[config.mk]
export PLATFORM = sky130hd
export DESIGN_NAME = xexec_top
export DESIGN_NICKNAME = d
export VERILOG_FILES = /design/src/design/xexec_pkg.sv /design/src/design/xexec_alu_if.sv /design/src/design/xexec_alu.sv /design/src/design/xexec_top.sv
export SDC_FILE = /design/constraint.sdc
export NUM_CORES = 1
export LEC_CHECK = 0
export CORE_MARGIN = 2
export CORE_UTILIZATION = 25
export CTS_CLUSTER_SIZE = 28
export DETAILED_ROUTE_END_ITERATION = 16
export DONT_BUFFER_PORTS = 1
export PLACE_DENSITY_LB_ADDON = 0.25
export REMOVE_ABC_BUFFERS = 1
export SLEW_MARGIN = 10
export SYNTH_ARGS = -nofsm -noshare
export SYNTH_HDL_FRONTEND = slang
export SYNTH_SLANG_ARGS = --single-unit
[constraint.sdc]
create_clock -name clk_sys -period 3.4 [get_ports clk_sys]
set_clock_uncertainty 0.15 [all_clocks]
set_input_delay 0.17 -clock clk_sys [delete_from_list [all_inputs] [get_ports clk_sys]]
set_output_delay 0.17 -clock clk_sys [all_outputs]
set_load 0.005 [all_outputs]
[src/design/xexec_pkg.sv]
// Purpose: Shared constants and types for the extended instruction executor
// Assumes: 8-bit data path, 16-bit program words, byte-wide table pointers
// Notes: Operation codes are local to this block
package xexec_pkg;
    localparam int DATA_W = 8;
    localparam int PROG_W = 16;
    localparam int PADDR_W = 15;
    localparam int BIT_SEL_W = 3;
    localparam int OP_W = 5;
    localparam logic [7:0] ALL_ONES = 8'hff;
    localparam logic [7:0] ONE_BYTE = 8'h01;
    localparam logic [7:0] ZERO_BYTE = 8'h00;
    localparam logic [PADDR_W-9:0] LAST_PAGE = 7'h7f;
    localparam logic [PADDR_W-1:0] PAGE_MASK = 15'h7f00;
    localparam int NIB_W = 4;
    localparam int SIGN_BIT = 7;

    // Operations carried out by the executor
    typedef enum logic [OP_W-1:0]
    {
        OP_NONE,
        OP_SBC_MEM,
        OP_SUB_ACC,
        OP_SUB_MEM,
        OP_DSZ,
        OP_DSZ_ACC,
        OP_SET_BYTE,
        OP_SET_BIT,
        OP_ISZ,
        OP_ISZ_ACC,
        OP_SNZ_BIT,
        OP_SNZ_BYTE,
        OP_SWAP,
        OP_SWAP_ACC,
        OP_SZ_BYTE,
        OP_SZ_MOVE,
        OP_SZ_BIT,
        OP_TRD_CUR,
        OP_TRD_LAST,
        OP_ITRD,
        OP_ITRD_LAST,
        OP_XOR_ACC,
        OP_XOR_MEM
    } op_t;

    // Arithmetic flag set
    typedef struct packed
    {
        logic ov;
        logic z;
        logic ac;
        logic c;
        logic sc;
        logic cz;
    } flags_t;
endpackage

[src/design/xexec_alu_if.sv]
`timescale 1ns/1ps
// Purpose: Carries operands and results between executor and its ALU
// Assumes: Combinational ALU
// Notes: One modport per side
interface xexec_alu_if;
    xexec_pkg::op_t op;
    logic [7:0] acc;
    logic [7:0] mem;
    logic [2:0] bit_sel;
    logic carry_in;
    logic z_in;
    logic [7:0] result;
    xexec_pkg::flags_t flags;
    logic skip;
    logic res_zero;
    modport exec (output op, acc, mem, bit_sel, carry_in, z_in,
                  input result, flags, skip, res_zero);
    modport alu (input op, acc, mem, bit_sel, carry_in, z_in,
                 output result, flags, skip, res_zero);
endinterface

[src/design/xexec_alu.sv]
`timescale 1ns/1ps
// Purpose: Result, flag and skip computation for each operation
// Assumes: Pure combinational logic
// Notes: Flags not touched by an operation are left for the caller to hold
module xexec_alu
(
    // Operand and result bundle
    xexec_alu_if.alu a
);
    // Subtract core: acc - mem - borrow
    logic [8:0] diff;
    logic [4:0] ldiff;
    logic borrow;
    logic [7:0] dec_v;
    logic [7:0] inc_v;
    logic [7:0] swp;
    logic bit_v;

    // Bit pick used by the bit skip operations
    function automatic logic pick(input logic [7:0] v, input logic [2:0] s);
        pick = v[s];
    endfunction

    always_comb
    begin
        borrow = (a.op == xexec_pkg::OP_SBC_MEM) ? ~a.carry_in : 1'b0;
        diff = {1'b0, a.acc} - {1'b0, a.mem} - {8'h00, borrow};
        ldiff = {1'b0, a.acc[3:0]} - {1'b0, a.mem[3:0]} - {4'h0, borrow};
        dec_v = a.mem - xexec_pkg::ONE_BYTE;
        inc_v = a.mem + xexec_pkg::ONE_BYTE;
        swp = {a.mem[xexec_pkg::NIB_W-1:0], a.mem[7:xexec_pkg::NIB_W]};
        bit_v = pick(a.mem, a.bit_sel);
        a.result = a.mem;
        a.skip = 1'b0;
        a.flags = '0;
        unique case (a.op)
            xexec_pkg::OP_SBC_MEM, xexec_pkg::OP_SUB_ACC, xexec_pkg::OP_SUB_MEM:
            begin
                a.result = diff[7:0];
                a.flags.c = ~diff[8];
                a.flags.ac = ~ldiff[4];
                a.flags.ov = (a.acc[7] ^ a.mem[7]) & (a.acc[7] ^ diff[7]);
                a.flags.z = (diff[7:0] == xexec_pkg::ZERO_BYTE);
                a.flags.sc = a.flags.ov ^ diff[xexec_pkg::SIGN_BIT];
                // Chained zero keeps prior zero only when borrow chain is used
                a.flags.cz = (a.op == xexec_pkg::OP_SBC_MEM) ?
                    (a.flags.z & a.z_in) : a.flags.z;
            end
            xexec_pkg::OP_DSZ, xexec_pkg::OP_DSZ_ACC:
            begin
                a.result = dec_v;
                a.skip = (dec_v == xexec_pkg::ZERO_BYTE);
            end
            xexec_pkg::OP_ISZ, xexec_pkg::OP_ISZ_ACC:
            begin
                a.result = inc_v;
                a.skip = (inc_v == xexec_pkg::ZERO_BYTE);
            end
            xexec_pkg::OP_SET_BYTE: a.result = xexec_pkg::ALL_ONES;
            xexec_pkg::OP_SET_BIT:
                a.result = a.mem | (xexec_pkg::ONE_BYTE << a.bit_sel);
            xexec_pkg::OP_SNZ_BIT: a.skip = bit_v;
            xexec_pkg::OP_SNZ_BYTE: a.skip = (a.mem != xexec_pkg::ZERO_BYTE);
            xexec_pkg::OP_SWAP, xexec_pkg::OP_SWAP_ACC: a.result = swp;
            xexec_pkg::OP_SZ_BYTE, xexec_pkg::OP_SZ_MOVE:
                a.skip = (a.mem == xexec_pkg::ZERO_BYTE);
            xexec_pkg::OP_SZ_BIT: a.skip = ~bit_v;
            xexec_pkg::OP_XOR_ACC, xexec_pkg::OP_XOR_MEM:
            begin
                a.result = a.acc ^ a.mem;
                a.flags.z = ((a.acc ^ a.mem) == xexec_pkg::ZERO_BYTE);
            end
            default: a.result = a.mem;
        endcase
        a.res_zero = (a.result == xexec_pkg::ZERO_BYTE);
    end
endmodule // xexec_alu

[src/design/xexec_top.sv]
// ==========================================================
// Purpose: Executes a subset of extended data-memory instructions
// Assumes: Operand already read from data memory; program memory answers
//          within the cycle of its read strobe
// Notes: Skips insert one dummy cycle into the fetch stream
// What this block does
// - Borrow subtract, result to memory, six flags
// - Subtract to acc or memory; carry means no borrow
// - Decrement memory, skip when result zero
// - Decrement into acc, memory kept, skip zero
// - Byte set writes all ones, flags kept
// - Bit set touches only selected bit
// - Increment memory, skip when result zero
// - Increment into acc, memory kept, skip zero
// - Skip when selected bit is one
// - Skip when memory byte is nonzero
// - Taken skip adds one dummy fetch cycle
// - Swap nibbles of memory byte in place
// - Swapped nibbles go to acc, memory kept
// - Skip when memory byte is zero
// - Copy byte to acc, skip if zero
// - Skip when selected bit is zero
// - Table read current page: low to memory
// - Table read last page: low to memory
// - Bump pointer low, read full pointer address
// - Bump pointer low, read last page
// - XOR into acc, zero flag only
// - XOR into memory, zero flag only
`timescale 1ns/1ps
module xexec_top
(
    // Clock and reset
    input wire logic clk_sys,
    input wire logic rst_n,
    // Instruction issue
    input wire logic issue,
    input wire xexec_pkg::op_t op_in,
    input wire logic [2:0] bit_sel_in,
    input wire logic [7:0] mem_operand,
    input wire logic [14:0] cur_pc,
    // Program memory port
    output logic prog_rd_r,
    output logic [14:0] prog_addr_r,
    input wire logic [15:0] prog_data,
    // Data memory write-back
    output logic mem_wr_r,
    output logic [7:0] mem_wdata_r,
    // Architectural state
    output logic [7:0] accumulator_reg,
    output xexec_pkg::flags_t flags_r,
    output logic [7:0] table_pointer_low,
    input wire logic [7:0] table_pointer_high,
    output logic [7:0] table_read_high_byte,
    // Sequencer
    output logic skip_r,
    output logic dummy_r,
    output logic busy_r
);
    typedef enum logic [1:0] {S_IDLE, S_TBL, S_DUMMY} st_t;
    st_t st_r;
    st_t st_nxt;
    xexec_alu_if alu_bus ();
    xexec_pkg::op_t op_r;
    logic is_tbl;
    logic is_inc_tbl;
    logic is_last;
    logic [7:0] ptr_eff;

    // Classify table ops
    function automatic logic tbl_op(input xexec_pkg::op_t o);
        tbl_op = (o == xexec_pkg::OP_TRD_CUR) || (o == xexec_pkg::OP_TRD_LAST)
            || (o == xexec_pkg::OP_ITRD) || (o == xexec_pkg::OP_ITRD_LAST);
    endfunction

    // Operations whose result lands in the accumulator
    function automatic logic to_acc(input xexec_pkg::op_t o);
        to_acc = (o == xexec_pkg::OP_SUB_ACC) || (o == xexec_pkg::OP_DSZ_ACC)
            || (o == xexec_pkg::OP_ISZ_ACC) || (o == xexec_pkg::OP_SWAP_ACC)
            || (o == xexec_pkg::OP_SZ_MOVE) || (o == xexec_pkg::OP_XOR_ACC);
    endfunction

    // Operations whose result is written to memory
    function automatic logic to_mem(input xexec_pkg::op_t o);
        to_mem = (o == xexec_pkg::OP_SBC_MEM) || (o == xexec_pkg::OP_SUB_MEM)
            || (o == xexec_pkg::OP_DSZ) || (o == xexec_pkg::OP_ISZ)
            || (o == xexec_pkg::OP_SET_BYTE) || (o == xexec_pkg::OP_SET_BIT)
            || (o == xexec_pkg::OP_SWAP) || (o == xexec_pkg::OP_XOR_MEM);
    endfunction

    // Flag-updating groups
    function automatic logic arith_op(input xexec_pkg::op_t o);
        arith_op = (o == xexec_pkg::OP_SBC_MEM) || (o == xexec_pkg::OP_SUB_ACC)
            || (o == xexec_pkg::OP_SUB_MEM);
    endfunction

    // Operand hookup to the ALU
    assign alu_bus.op = op_in;
    assign alu_bus.acc = accumulator_reg;
    assign alu_bus.mem = mem_operand;
    assign alu_bus.bit_sel = bit_sel_in;
    assign alu_bus.carry_in = flags_r.c;
    assign alu_bus.z_in = flags_r.cz;

    xexec_alu u_alu
    (
        .a(alu_bus)
    );

    assign is_tbl = issue && (st_r == S_IDLE) && tbl_op(op_in);
    assign is_inc_tbl = (op_in == xexec_pkg::OP_ITRD) || (op_in == xexec_pkg::OP_ITRD_LAST);
    assign is_last = (op_in == xexec_pkg::OP_TRD_LAST) || (op_in == xexec_pkg::OP_ITRD_LAST);
    // Pointer after optional pre-increment
    assign ptr_eff = is_inc_tbl ? table_pointer_low + xexec_pkg::ONE_BYTE : table_pointer_low;

    // Sequencer state step
    always_comb
    begin
        st_nxt = st_r;
        unique case (st_r)
            S_IDLE:
                if (issue && tbl_op(op_in))
                    st_nxt = S_TBL;
                else if (issue && alu_bus.skip)
                    st_nxt = S_DUMMY;
            S_TBL: st_nxt = S_IDLE;
            S_DUMMY: st_nxt = S_IDLE;
            default: st_nxt = S_IDLE;
        endcase
    end

    // State register
    always_ff @(posedge clk_sys or negedge rst_n)
    begin
        if (!rst_n)
            st_r <= S_IDLE;
        else
            st_r <= st_nxt;
    end

    // Busy, skip and dummy-cycle indications
    always_ff @(posedge clk_sys or negedge rst_n)
    begin
        if (!rst_n)
        begin
            busy_r <= 1'b0;
            skip_r <= 1'b0;
            dummy_r <= 1'b0;
        end
        else
        begin
            busy_r <= (st_nxt != S_IDLE);
            skip_r <= issue && (st_r == S_IDLE) && !tbl_op(op_in) && alu_bus.skip;
            dummy_r <= (st_nxt == S_DUMMY);
        end
    end

    // Table pointer pre-increment and program memory request
    always_ff @(posedge clk_sys or negedge rst_n)
    begin
        if (!rst_n)
        begin
            table_pointer_low <= xexec_pkg::ZERO_BYTE;
            prog_rd_r <= 1'b0;
            prog_addr_r <= '0;
            op_r <= xexec_pkg::OP_NONE;
        end
        else
        begin
            prog_rd_r <= is_tbl;
            if (is_tbl)
            begin
                op_r <= op_in;
                if (is_inc_tbl)
                    table_pointer_low <= ptr_eff;
                if (is_last)
                    prog_addr_r <= {xexec_pkg::LAST_PAGE, ptr_eff};
                else if (op_in == xexec_pkg::OP_ITRD)
                    prog_addr_r <= {table_pointer_high[6:0], ptr_eff};
                else
                    prog_addr_r <= (cur_pc & xexec_pkg::PAGE_MASK) | {7'h00, ptr_eff};
            end
        end
    end

    // Memory write-back from ALU or from table data
    always_ff @(posedge clk_sys or negedge rst_n)
    begin
        if (!rst_n)
        begin
            mem_wr_r <= 1'b0;
            mem_wdata_r <= xexec_pkg::ZERO_BYTE;
            table_read_high_byte <= xexec_pkg::ZERO_BYTE;
        end
        else if (st_r == S_TBL)
        begin
            mem_wr_r <= 1'b1;
            mem_wdata_r <= prog_data[7:0];
            table_read_high_byte <= prog_data[15:8];
        end
        else
        begin
            mem_wr_r <= issue && (st_r == S_IDLE) && to_mem(op_in);
            mem_wdata_r <= alu_bus.result;
        end
    end

    // Accumulator update
    always_ff @(posedge clk_sys or negedge rst_n)
    begin
        if (!rst_n)
            accumulator_reg <= xexec_pkg::ZERO_BYTE;
        else if (issue && (st_r == S_IDLE) && to_acc(op_in))
            accumulator_reg <= (op_in == xexec_pkg::OP_SZ_MOVE) ? mem_operand
                : alu_bus.result;
    end

    // Flag update: arithmetic sets all six, XOR only zero, others none
    always_ff @(posedge clk_sys or negedge rst_n)
    begin
        if (!rst_n)
            flags_r <= '0;
        else if (issue && (st_r == S_IDLE))
        begin
            if (arith_op(op_in))
                flags_r <= alu_bus.flags;
            else if ((op_in == xexec_pkg::OP_XOR_ACC) || (op_in == xexec_pkg::OP_XOR_MEM))
                flags_r.z <= alu_bus.res_zero;
        end
    end
endmodule // xexec_top

# After elaboration in Yosys (flattened, before gate mapping)
# Index checks and enable logic that the tools add are counted.
# W data, S select, Z words.
op_classes:
  mul: 0
  n_reduce_logical: 48
  mux: 20
  bitwise: 12
  n_addsub: 7
  n_eq_ne: 24
  shifts: 1
  div_mod_pow: 0
  order_cmp: 1
op_table:
  columns: ["operator", "count"]
  rows:
  - ["$pmux W8 S7", 1]
  - ["$logic_not A8 Y1", 6]
  - ["$eq A5 B4 Y1 const B", 8]
  - ["$eq A5 B5 Y1 const B", 7]
  - ["$mux W15", 2]
  - ["$mux W8", 3]
  - ["$eq A5 B3 Y1 const B", 4]
  - ["$logic_or A1 B1 Y1", 20]
  - ["$add A8 B1 Y8 const B", 2]
  - ["$or A15 B8 Y15", 1]
  - ["$eq A5 B2 Y1 const B", 2]
  - ["$reduce_or A2 Y1", 5]
  - ["$sub A8 B8 Y9", 1]
  - ["$sub A9 B1 Y9", 1]
  - ["$logic_and A1 B1 Y1", 8]
  - ["$or A8 B8 Y8", 1]
  - ["$reduce_bool A8 Y1", 1]
  - ["$shl A1 B3 Y8 const A", 1]
  - ["$sub A8 B1 Y8 const B", 1]
  - ["$xor A8 B8 Y8", 1]
  - ["$mux W1", 7]
  - ["$mux W2", 3]
  - ["$pmux W1 S6", 1]
  - ["$reduce_and A2 Y1", 3]
  - ["16 further kinds", 23]
totals:
  ff_bits: 60
  mem_bits_rw: 0
  out_inout_bits: 58
  input_bits: 58
  memories: 0
  wordCells: 130
  latch_bits: 0
  mem_bits_ro: 0

# Depth between registers and ports, before layout
# Gate-level depths: netlist of run 1.
depth:
  word_depth: 10
  mapped_depth: 14
  ltp_nobuf: 12

# Modules after synthesis
# Synthesis of run 1 repeated with hierarchy kept, for this count alone.
hier_totals:
  hier_cells: 492
  area_unflattened_um2: 4571.9
by_module_without_submodules:
  columns: ["mod", "n_inst", "seq_area_each_um2", "cells_per_inst", "area_each_um2"]
  rows:
  - ["xexec_top", 1, 1501.4, 225, 2751.4]
  - ["xexec_alu", 1, 0.0, 267, 1820.5]

# Least setup slack after synthesis of run 1
# Ideal clock, no wire load.
synth_path:
  path_kind: "in2reg"
  from: "in op_in[2]"
  to: "reg flags_r[4] (netlist bit)"
  required_ns: 3.158
  arrival_time_ns: 3.448
  path_stages: 12
  setup_ns: 0.092
  n_path_buf: 1
  setup_slack_ns: -0.290
  path_cell_list: "buf_2 nor3_1 nand3_1 fa_1 fa_1 nand2b_1 a21oi_1 xor2_1 o221ai_1 o32a_1 or4_4 o31ai_2"
synth_via:
  elab_chain_cells: 7
  elab_cells_between_ends: 31
  classes_between: "add/sub (1); eq/ne (13); mux (5); reduce/logical (12)"
synth_lines:
  columns: ["item", "line", "source"]
  rows:
  - ["start, declared", "xexec_top.sv:37", "input wire xexec_pkg::op_t op_in,"]
  - ["$eq A5 B1 Y1", "xexec_alu.sv:26, xexec_alu.sv:36, xexec_top.sv:92", null]
  - ["$mux W1", "xexec_alu.sv:26", "borrow = (a.op == xexec_pkg::OP_SBC_MEM) ? ~a.carry_in : 1'b0;"]
  - ["$sub A9 B1 Y9", "xexec_alu.sv:27", "diff = {1'b0, a.acc} - {1'b0, a.mem} - {8'h00, borrow};"]
  - ["$pmux W8 S7", "xexec_alu.sv:36", "unique case (a.op)"]
  - ["$logic_not A8 Y1", "xexec_alu.sv:75", "a.res_zero = (a.result == xexec_pkg::ZERO_BYTE);"]
  - ["$mux W1", "xexec_top.sv:226", "else if ((op_in == xexec_pkg::OP_XOR_ACC) || (op_in == xexec_pkg::OP_XOR_MEM))"]
  - ["$mux W1", "xexec_top.sv:224", "if (arith_op(op_in))"]
  - ["end signal, assigned", "xexec_top.sv:225", "flags_r <= alu_bus.flags;"]
  - ["end, declared", "xexec_top.sv:50", "output xexec_pkg::flags_t flags_r,"]
# Parallel ways exist; a longest one is shown, timed or not. The select of a mux whose other input is x is not followed.
# A chain may end at the register's enable or synchronous reset.

# Final worst setup path of run 1
layout_path:
  from: "reg flags_r (netlist bit alu_bus.carry_in)"
  to: "reg flags_r[4] (netlist bit)"
layout_via:
  elab_chain_cells: 7
  elab_cells_between_ends: 9
  classes_between: "add/sub (1); mux (5); bitwise (1); reduce/logical (2)"
layout_lines:
  columns: ["item", "line"]
  rows:
  - ["$not A1 Y1 (*)", "xexec_alu.sv:26"]
  - ["$mux W1 (*)", "xexec_alu.sv:26"]
  - ["$sub A9 B1 Y9 (*)", "xexec_alu.sv:27"]
  - ["$pmux W8 S7", "xexec_alu.sv:36"]
  - ["$logic_not A8 Y1", "xexec_alu.sv:75"]
  - ["$mux W1", "xexec_top.sv:226"]
  - ["$mux W1 (*)", "xexec_top.sv:224"]
# Mark *: on every way between the ends. The rest lies on a longest branch, timed or not. The select of a mux whose other input is x is not followed.

==> out/metrics.cfg, run 1 <==
[final_layout]
largest_register_ffs=15
nets=628
areaGrowthSynthToFinish_pct=28.4
final_cell_mix=dfrtp_1 (60), nor2_1 (45), nand2_1 (40)
layout_commonest_cell=dfrtp_1
fin_area_sq_um=5620
antenna_cells=0
drive_gt1_share_pct=17.7
max_flop_register=prog_addr_r

[power_and_ir_drop]
p_per_area_nw_per_um2=551
finalPower_uw=3100
clockPowerShare_pct=29.7
p_sw_uw=1040
p_leak_uw=0.00235
max-vdd-ir-drop_uv=301
p_int_uw=2060
p_sw_share_pct=33.5
seqPwrFrac_pct=32.0
combPwrFrac_pct=38.3

[worst_setup_path]
worstSetupEndpoint=flags_r[4]
crit_slowest_cell=fa_2
crit_arrival_ns=3.39
slowest_delay_ns=0.58
worstSetupStartpointType=register
worstPathRequired_ns=3.49
worstPathCellList=nor2_1, nand3_1, fa_2, inv_1, ha_2, o21ai_4, and3b_1, o32ai_1, o41a_1, nand2b_1, or4_4, o31ai_4
r2r-end=flags_r[4]
reg2reg_depth=12
critPathLaunch=alu_bus.carry_in
r2r_slack_ns=0.09
r2r_start=alu_bus.carry_in
critPathMaxFanout=3
endpoint_kind=register
path_class=register to register

[timing]
hold_violations=0
slew_violations=0
period_needed_ns=3.31
maxSlewHeadroom_pct=26.1
fin_setup_tns_ns=0
rsz0062_at_grt=yes
fmax_mhz=302
min_period_over_period_pct=97.3
tightest_slew_ns=1.10
setup_viol=0
whs_ns=0.0142

[synthesis]
synth_cells=497
synth_area_leaders=dfrtp_1 (34%), ha_1 (5.7%), nor2_1 (3.9%)
yosys.area.top_type=dfrtp_1
seq_area_frac_synth_pct=34.3
synthFlopType=dfrtp_1
netlist_area_sq_um=4380
yosysWarnings=0
syn_area_per_cell_sq_um=8.81
synthArstFlopShare_pct=100
ys_seq_elements=60
synth_edf_count=0
synth_cell_types=71
synth_top_area_share_pct=34.3

[global_route]
grt_pass1_vias=4138
grt_use_total_pct=15.6
antenna_found_initial=0
grt_max_degree=61
gr-total-overflow=0
grt_pass1_wl_mm=22.3

[floorplan]
io_pins=116
core_area_sq_um=17200
fp.dieH_microns=136
dieArea_sq_um=18600
initial_core_util_pct=25.4
die_w_microns=136
placementRows=48

[route]
dr.pass1.iters=6
drt_wl_total_mm=14.4
vias=4065
post_drt_wl_per_cell_microns=18.6
post-route-drc-count=0
drt_iter0_drc=285
ant_nets=0
vias_per_cell=5.22

[placement]
place_congestion=0.858
place_hpwl_mm=10.2
placed_area_sq_um=4660
portBuffers=0

[clock_tree]
cts_tree=yes
h-tree-depth=3
cts_buffers=9
clockRootBuffer=clkbuf_16
clk_latency_ns=0.32
ctsLongestPathBuffers=2
clk_pin_slew_ns=0.06
clock_sinks=60

[job]
cap_violations=0

[outcome]
status=complete, no violations

[hold_path]
hp-class=primary input to register

-- power by group through the flow --
stage	Sequential [uW]	Combinational [uW]	Clock, uW
after detailed placement	1010	876	0
after floorplan	976	598	0
final	992	1190	921
after global placement	1010	855	0
after CTS	998	1070	958
after global routing	1010	1320	987
-- logic make-up (layout without fill, tap and decap cells) --
kind of cell	Yosys count	after routing	share of synthesized area, %
and+or+nand+nor	178	178	21.3
AOI/OAI and AO/OA	119	119	19.1
buffers and inverters	63	119	5.97
DFF	60	60	34.3
muxes	29	29	7.60
xor gates and xnor gates	26	26	5.20
adders and majority gates	22	22	6.63
-- worst min path at each step --
stage               slack [ns]     start                 end  depth (start not counted)
floorplan                -0.28     rst_n  accumulator_reg[0]                          0
global placement         -0.27     rst_n      mem_wdata_r[5]                          0
detailed placement       -0.27     rst_n      mem_wdata_r[6]                          0
CTS                       0.01  op_in[4]             st_r[1]                          3
global route              0.02  op_in[4]             st_r[1]                          3
finish                    0.01  op_in[4]             st_r[1]                          3
-- cell type report --
class	instances	area, sq um
fillers	1792	11600
multi-input cells	374	2740
flip-flops and latches	60	1500
repair buffers	76	692
well taps	225	282
clock buffers	12	256
inverters	27	101
clock inverters	4	47.5
-- per-stage QoR --
stage	util, %	worst slack, ns	std cells
final	32.6	0.0913	778
after global routing	32.6	-0.0735	778
after CTS	31.9	0.0252	775
after detailed placement	27.0	-0.208	707
after global placement	27.0	-0.191	707
after floorplan	-	-0.142	461
-- routing by layer --
metal | GRT usage (%) | vias up | part of all wire (%)
met3 | 3.80 | 22 | 5.2
met4 | 3.65 | 0 | 1.6
met5 | 0 | - | 0
met1 | 18.6 | 2000 | 42
li1 | - | 1910 | -
met2 | 28.1 | 133 | 51
-- cell usage after synthesis, drive strengths merged, types with 7 or more instances --
| library cell | instances |
|---|---|
| dfrtp | 60 |
| nor2 | 45 |
| nand2 | 41 |
| a21oi | 27 |
| inv | 27 |
| clkbuf | 23 |
| o21ai | 23 |
| ha | 20 |
| xnor2 | 16 |
| mux2 | 14 |
| buf | 13 |
| mux2i | 13 |
| nand3 | 12 |
| xor2 | 10 |
| and3 | 9 |
| nand2b | 8 |
| nor2b | 8 |
| a31oi | 7 |
| nand4 | 7 |
-- what timing repair did --
| action | CTS | global route |
|---|---|---|
| endpoints found under the setup margin | 2 | 5 |
| setup buffers | 12 | 5 |
| pin swaps | 2 | 14 |
| endpoints found under the hold margin | 91 | 0 |
| hold buffers | 40 | 0 |
| resized for setup | 6 | 19 |
-- critical path: cells and delay by family (launching register included) --
family / cells / cell delay [ns]
simple gates: 5 / 1.13
compound gates: 4 / 0.76
fa+ha+maj: 2 / 0.76
flops: 1 / 0.38
buf+inv: 1 / 0.05
No activity file was read; power rests on OpenSTA's default activity.
==> run 2: changes to the inputs <==
CORE_ASPECT_RATIO = 1.5   (was not set)
PLACE_DENSITY = 0.49   (was not set)
PLACE_DENSITY_LB_ADDON = not set   (was 0.25)
==> run 2 against run 1 <==
Against the previous run: setup slack improved by 0.033 ns; sequential share of layout area up 0.68 points; hold slack better by 0.025 ns; clock power down 2%; sequential power is essentially flat; count of clock-buffer cells in the layout is 3 lower; sequential cell count did not move; global-route usage is 0.85 points lower; utilization is 0.88 points lower; critical path depth shrank 1; largest power group unchanged.
==> out/metrics.cfg, run 2 (synthesis gave the netlist of run 1 again) <==
[route]
post_drt_wl_per_cell_microns=18.3
post-route-drc-count=0
ant_nets=0
dr.pass1.iters=5
drt_iter0_drc=275
vias_per_cell=5.32
vias=4030
drt_wl_total_mm=13.9

[timing]
maxSlewHeadroom_pct=24.4
min_period_over_period_pct=96.3
setup_viol=0
fmax_mhz=305
hold_violations=0
period_needed_ns=3.28
tightest_slew_ns=1.13
fin_setup_tns_ns=0
slew_violations=0

[worst_setup_path]
r2r-end=flags_r[4]
r2r_slack_ns=0.12
r2r_start=alu_bus.carry_in
path_class=register to register
critPathMaxFanout=2
endpoint_kind=register
reg2reg_depth=11
worstPathRequired_ns=3.49
crit_arrival_ns=3.36
worstSetupStartpointType=register

[final_layout]
antenna_cells=0
final_cell_mix=dfrtp_1 (60), nor2_1 (45), nand2_1 (40)
areaGrowthSynthToFinish_pct=25.2
nets=620
max_flop_register=prog_addr_r
layout_commonest_cell=dfrtp_1
drive_gt1_share_pct=15.2
final_cells=758
largest_register_ffs=15

[floorplan]
initial_core_util_pct=25.4
io_pins=116
fp.dieH_microns=166
core_area_sq_um=17300
die_w_microns=112
placementRows=59
dieArea_sq_um=18600

[clock_tree]
clk_pin_slew_ns=0.05
clock_sinks=60
cts_tree=yes
clockRootBuffer=clkbuf_16
clk_latency_ns=0.32
ctsLongestPathBuffers=2
cts_buffers=9
h-tree-depth=3

[global_route]
grt_pass1_vias=3990
grt_pass1_wl_mm=21.9
grt_max_degree=61
gr-total-overflow=0
grt_use_total_pct=14.8
antenna_found_initial=0

[placement]
dp_cells=699
place_congestion=0.907
place_hpwl_mm=10.0
portBuffers=0

[power_and_ir_drop]
p_int_uw=1930
combPwrFrac_pct=35.4
p_leak_uw=0.00229
seqPwrFrac_pct=33.8
clockPowerShare_pct=30.8
p_sw_share_pct=34.1
p_sw_uw=999
p_per_area_nw_per_um2=535
max-vdd-ir-drop_uv=345

[job]
cap_violations=0

[hold_path]
hp-class=primary input to register
whs_path_depth=3
min_to=skip_r
min_from=op_in[4]

[outcome]
status=complete, no violations

-- run 2: power groups by stage --
stage	clock network, uW	logic (uW)	registers, uW
after floorplan	0	598	976
after global routing	959	1160	1010
after CTS	935	979	996
after global placement	0	874	1000
final	903	1040	992
after detailed placement	0	886	1010
-- run 2: per-layer routing --
layer / GRT usage (%) / up-vias / wire length [microns]
li1: - / 1889 / -
met1: 16.9 / 1964 / 5550
met2: 24.3 / 145 / 6760
met3: 3.80 / 32 / 896
met4: 9.17 / 0 / 660
met5: 0 / - / 0
-- run 2: timing repair --
| action | in CTS | in global routing |
|---|---|---|
| buffers inserted | 1 | 2 |
| hold buffers | 40 | 0 |
| resized for setup | 5 | 8 |
| hold endpoints to repair | 91 | 0 |
| pin swaps | 2 | 8 |
| endpoints found under the setup margin | 2 | 3 |
-- run 2: area by class of cell --
cell class / count / area (sq um)
inverters: 27 / 101
clock inverters: 7 / 76.3
flip-flops and latches: 60 / 1500
fillers: 1744 / 11800
repair buffers: 68 / 628
well taps: 213 / 267
multi-input cells: 374 / 2690
clock buffers: 9 / 225
-- run 2: metrics by stage --
step | total power (uW) | utilization [%] | instance area (sq um) | hold slack [ns] | setup slack (ns)
after global routing | 3130 | 31.7 | 5480 | 0.0172 | -0.0223
after global placement | 1880 | 27.1 | 4680 | -0.274 | -0.296
after detailed placement | 1890 | 27.1 | 4680 | -0.275 | -0.289
after CTS | 2910 | 31.4 | 5430 | 0.0184 | 0.0154
final | 2930 | 31.7 | 5480 | 0.0392 | 0.125
after floorplan | 1570 | - | 4220 | -0.276 | -0.142
-- run 2: worst max-delay path, cell delays in order (launching register included) --
cell	delay, ns
dfrtp_1	0.37
nor2_1	0.08
nand3_1	0.11
fa_2	0.40
fa_2	0.35
nand2b_4	0.17
a21oi_4	0.18
xor2_2	0.20
o221ai_2	0.11
o32a_1	0.32
or4_4	0.53
o31ai_2	0.21
-- run 2: worst max path at each step --
stage | from | endpoint | cells after the start
after floorplan | op_in[3] | flags_r[4] | 11
after global placement | op_in[3] | flags_r[4] | 11
after detailed placement | op_in[3] | flags_r[4] | 11
after CTS | alu_bus.carry_in | flags_r[4] | 11
after global routing | alu_bus.carry_in | flags_r[4] | 11
final | alu_bus.carry_in | flags_r[4] | 11
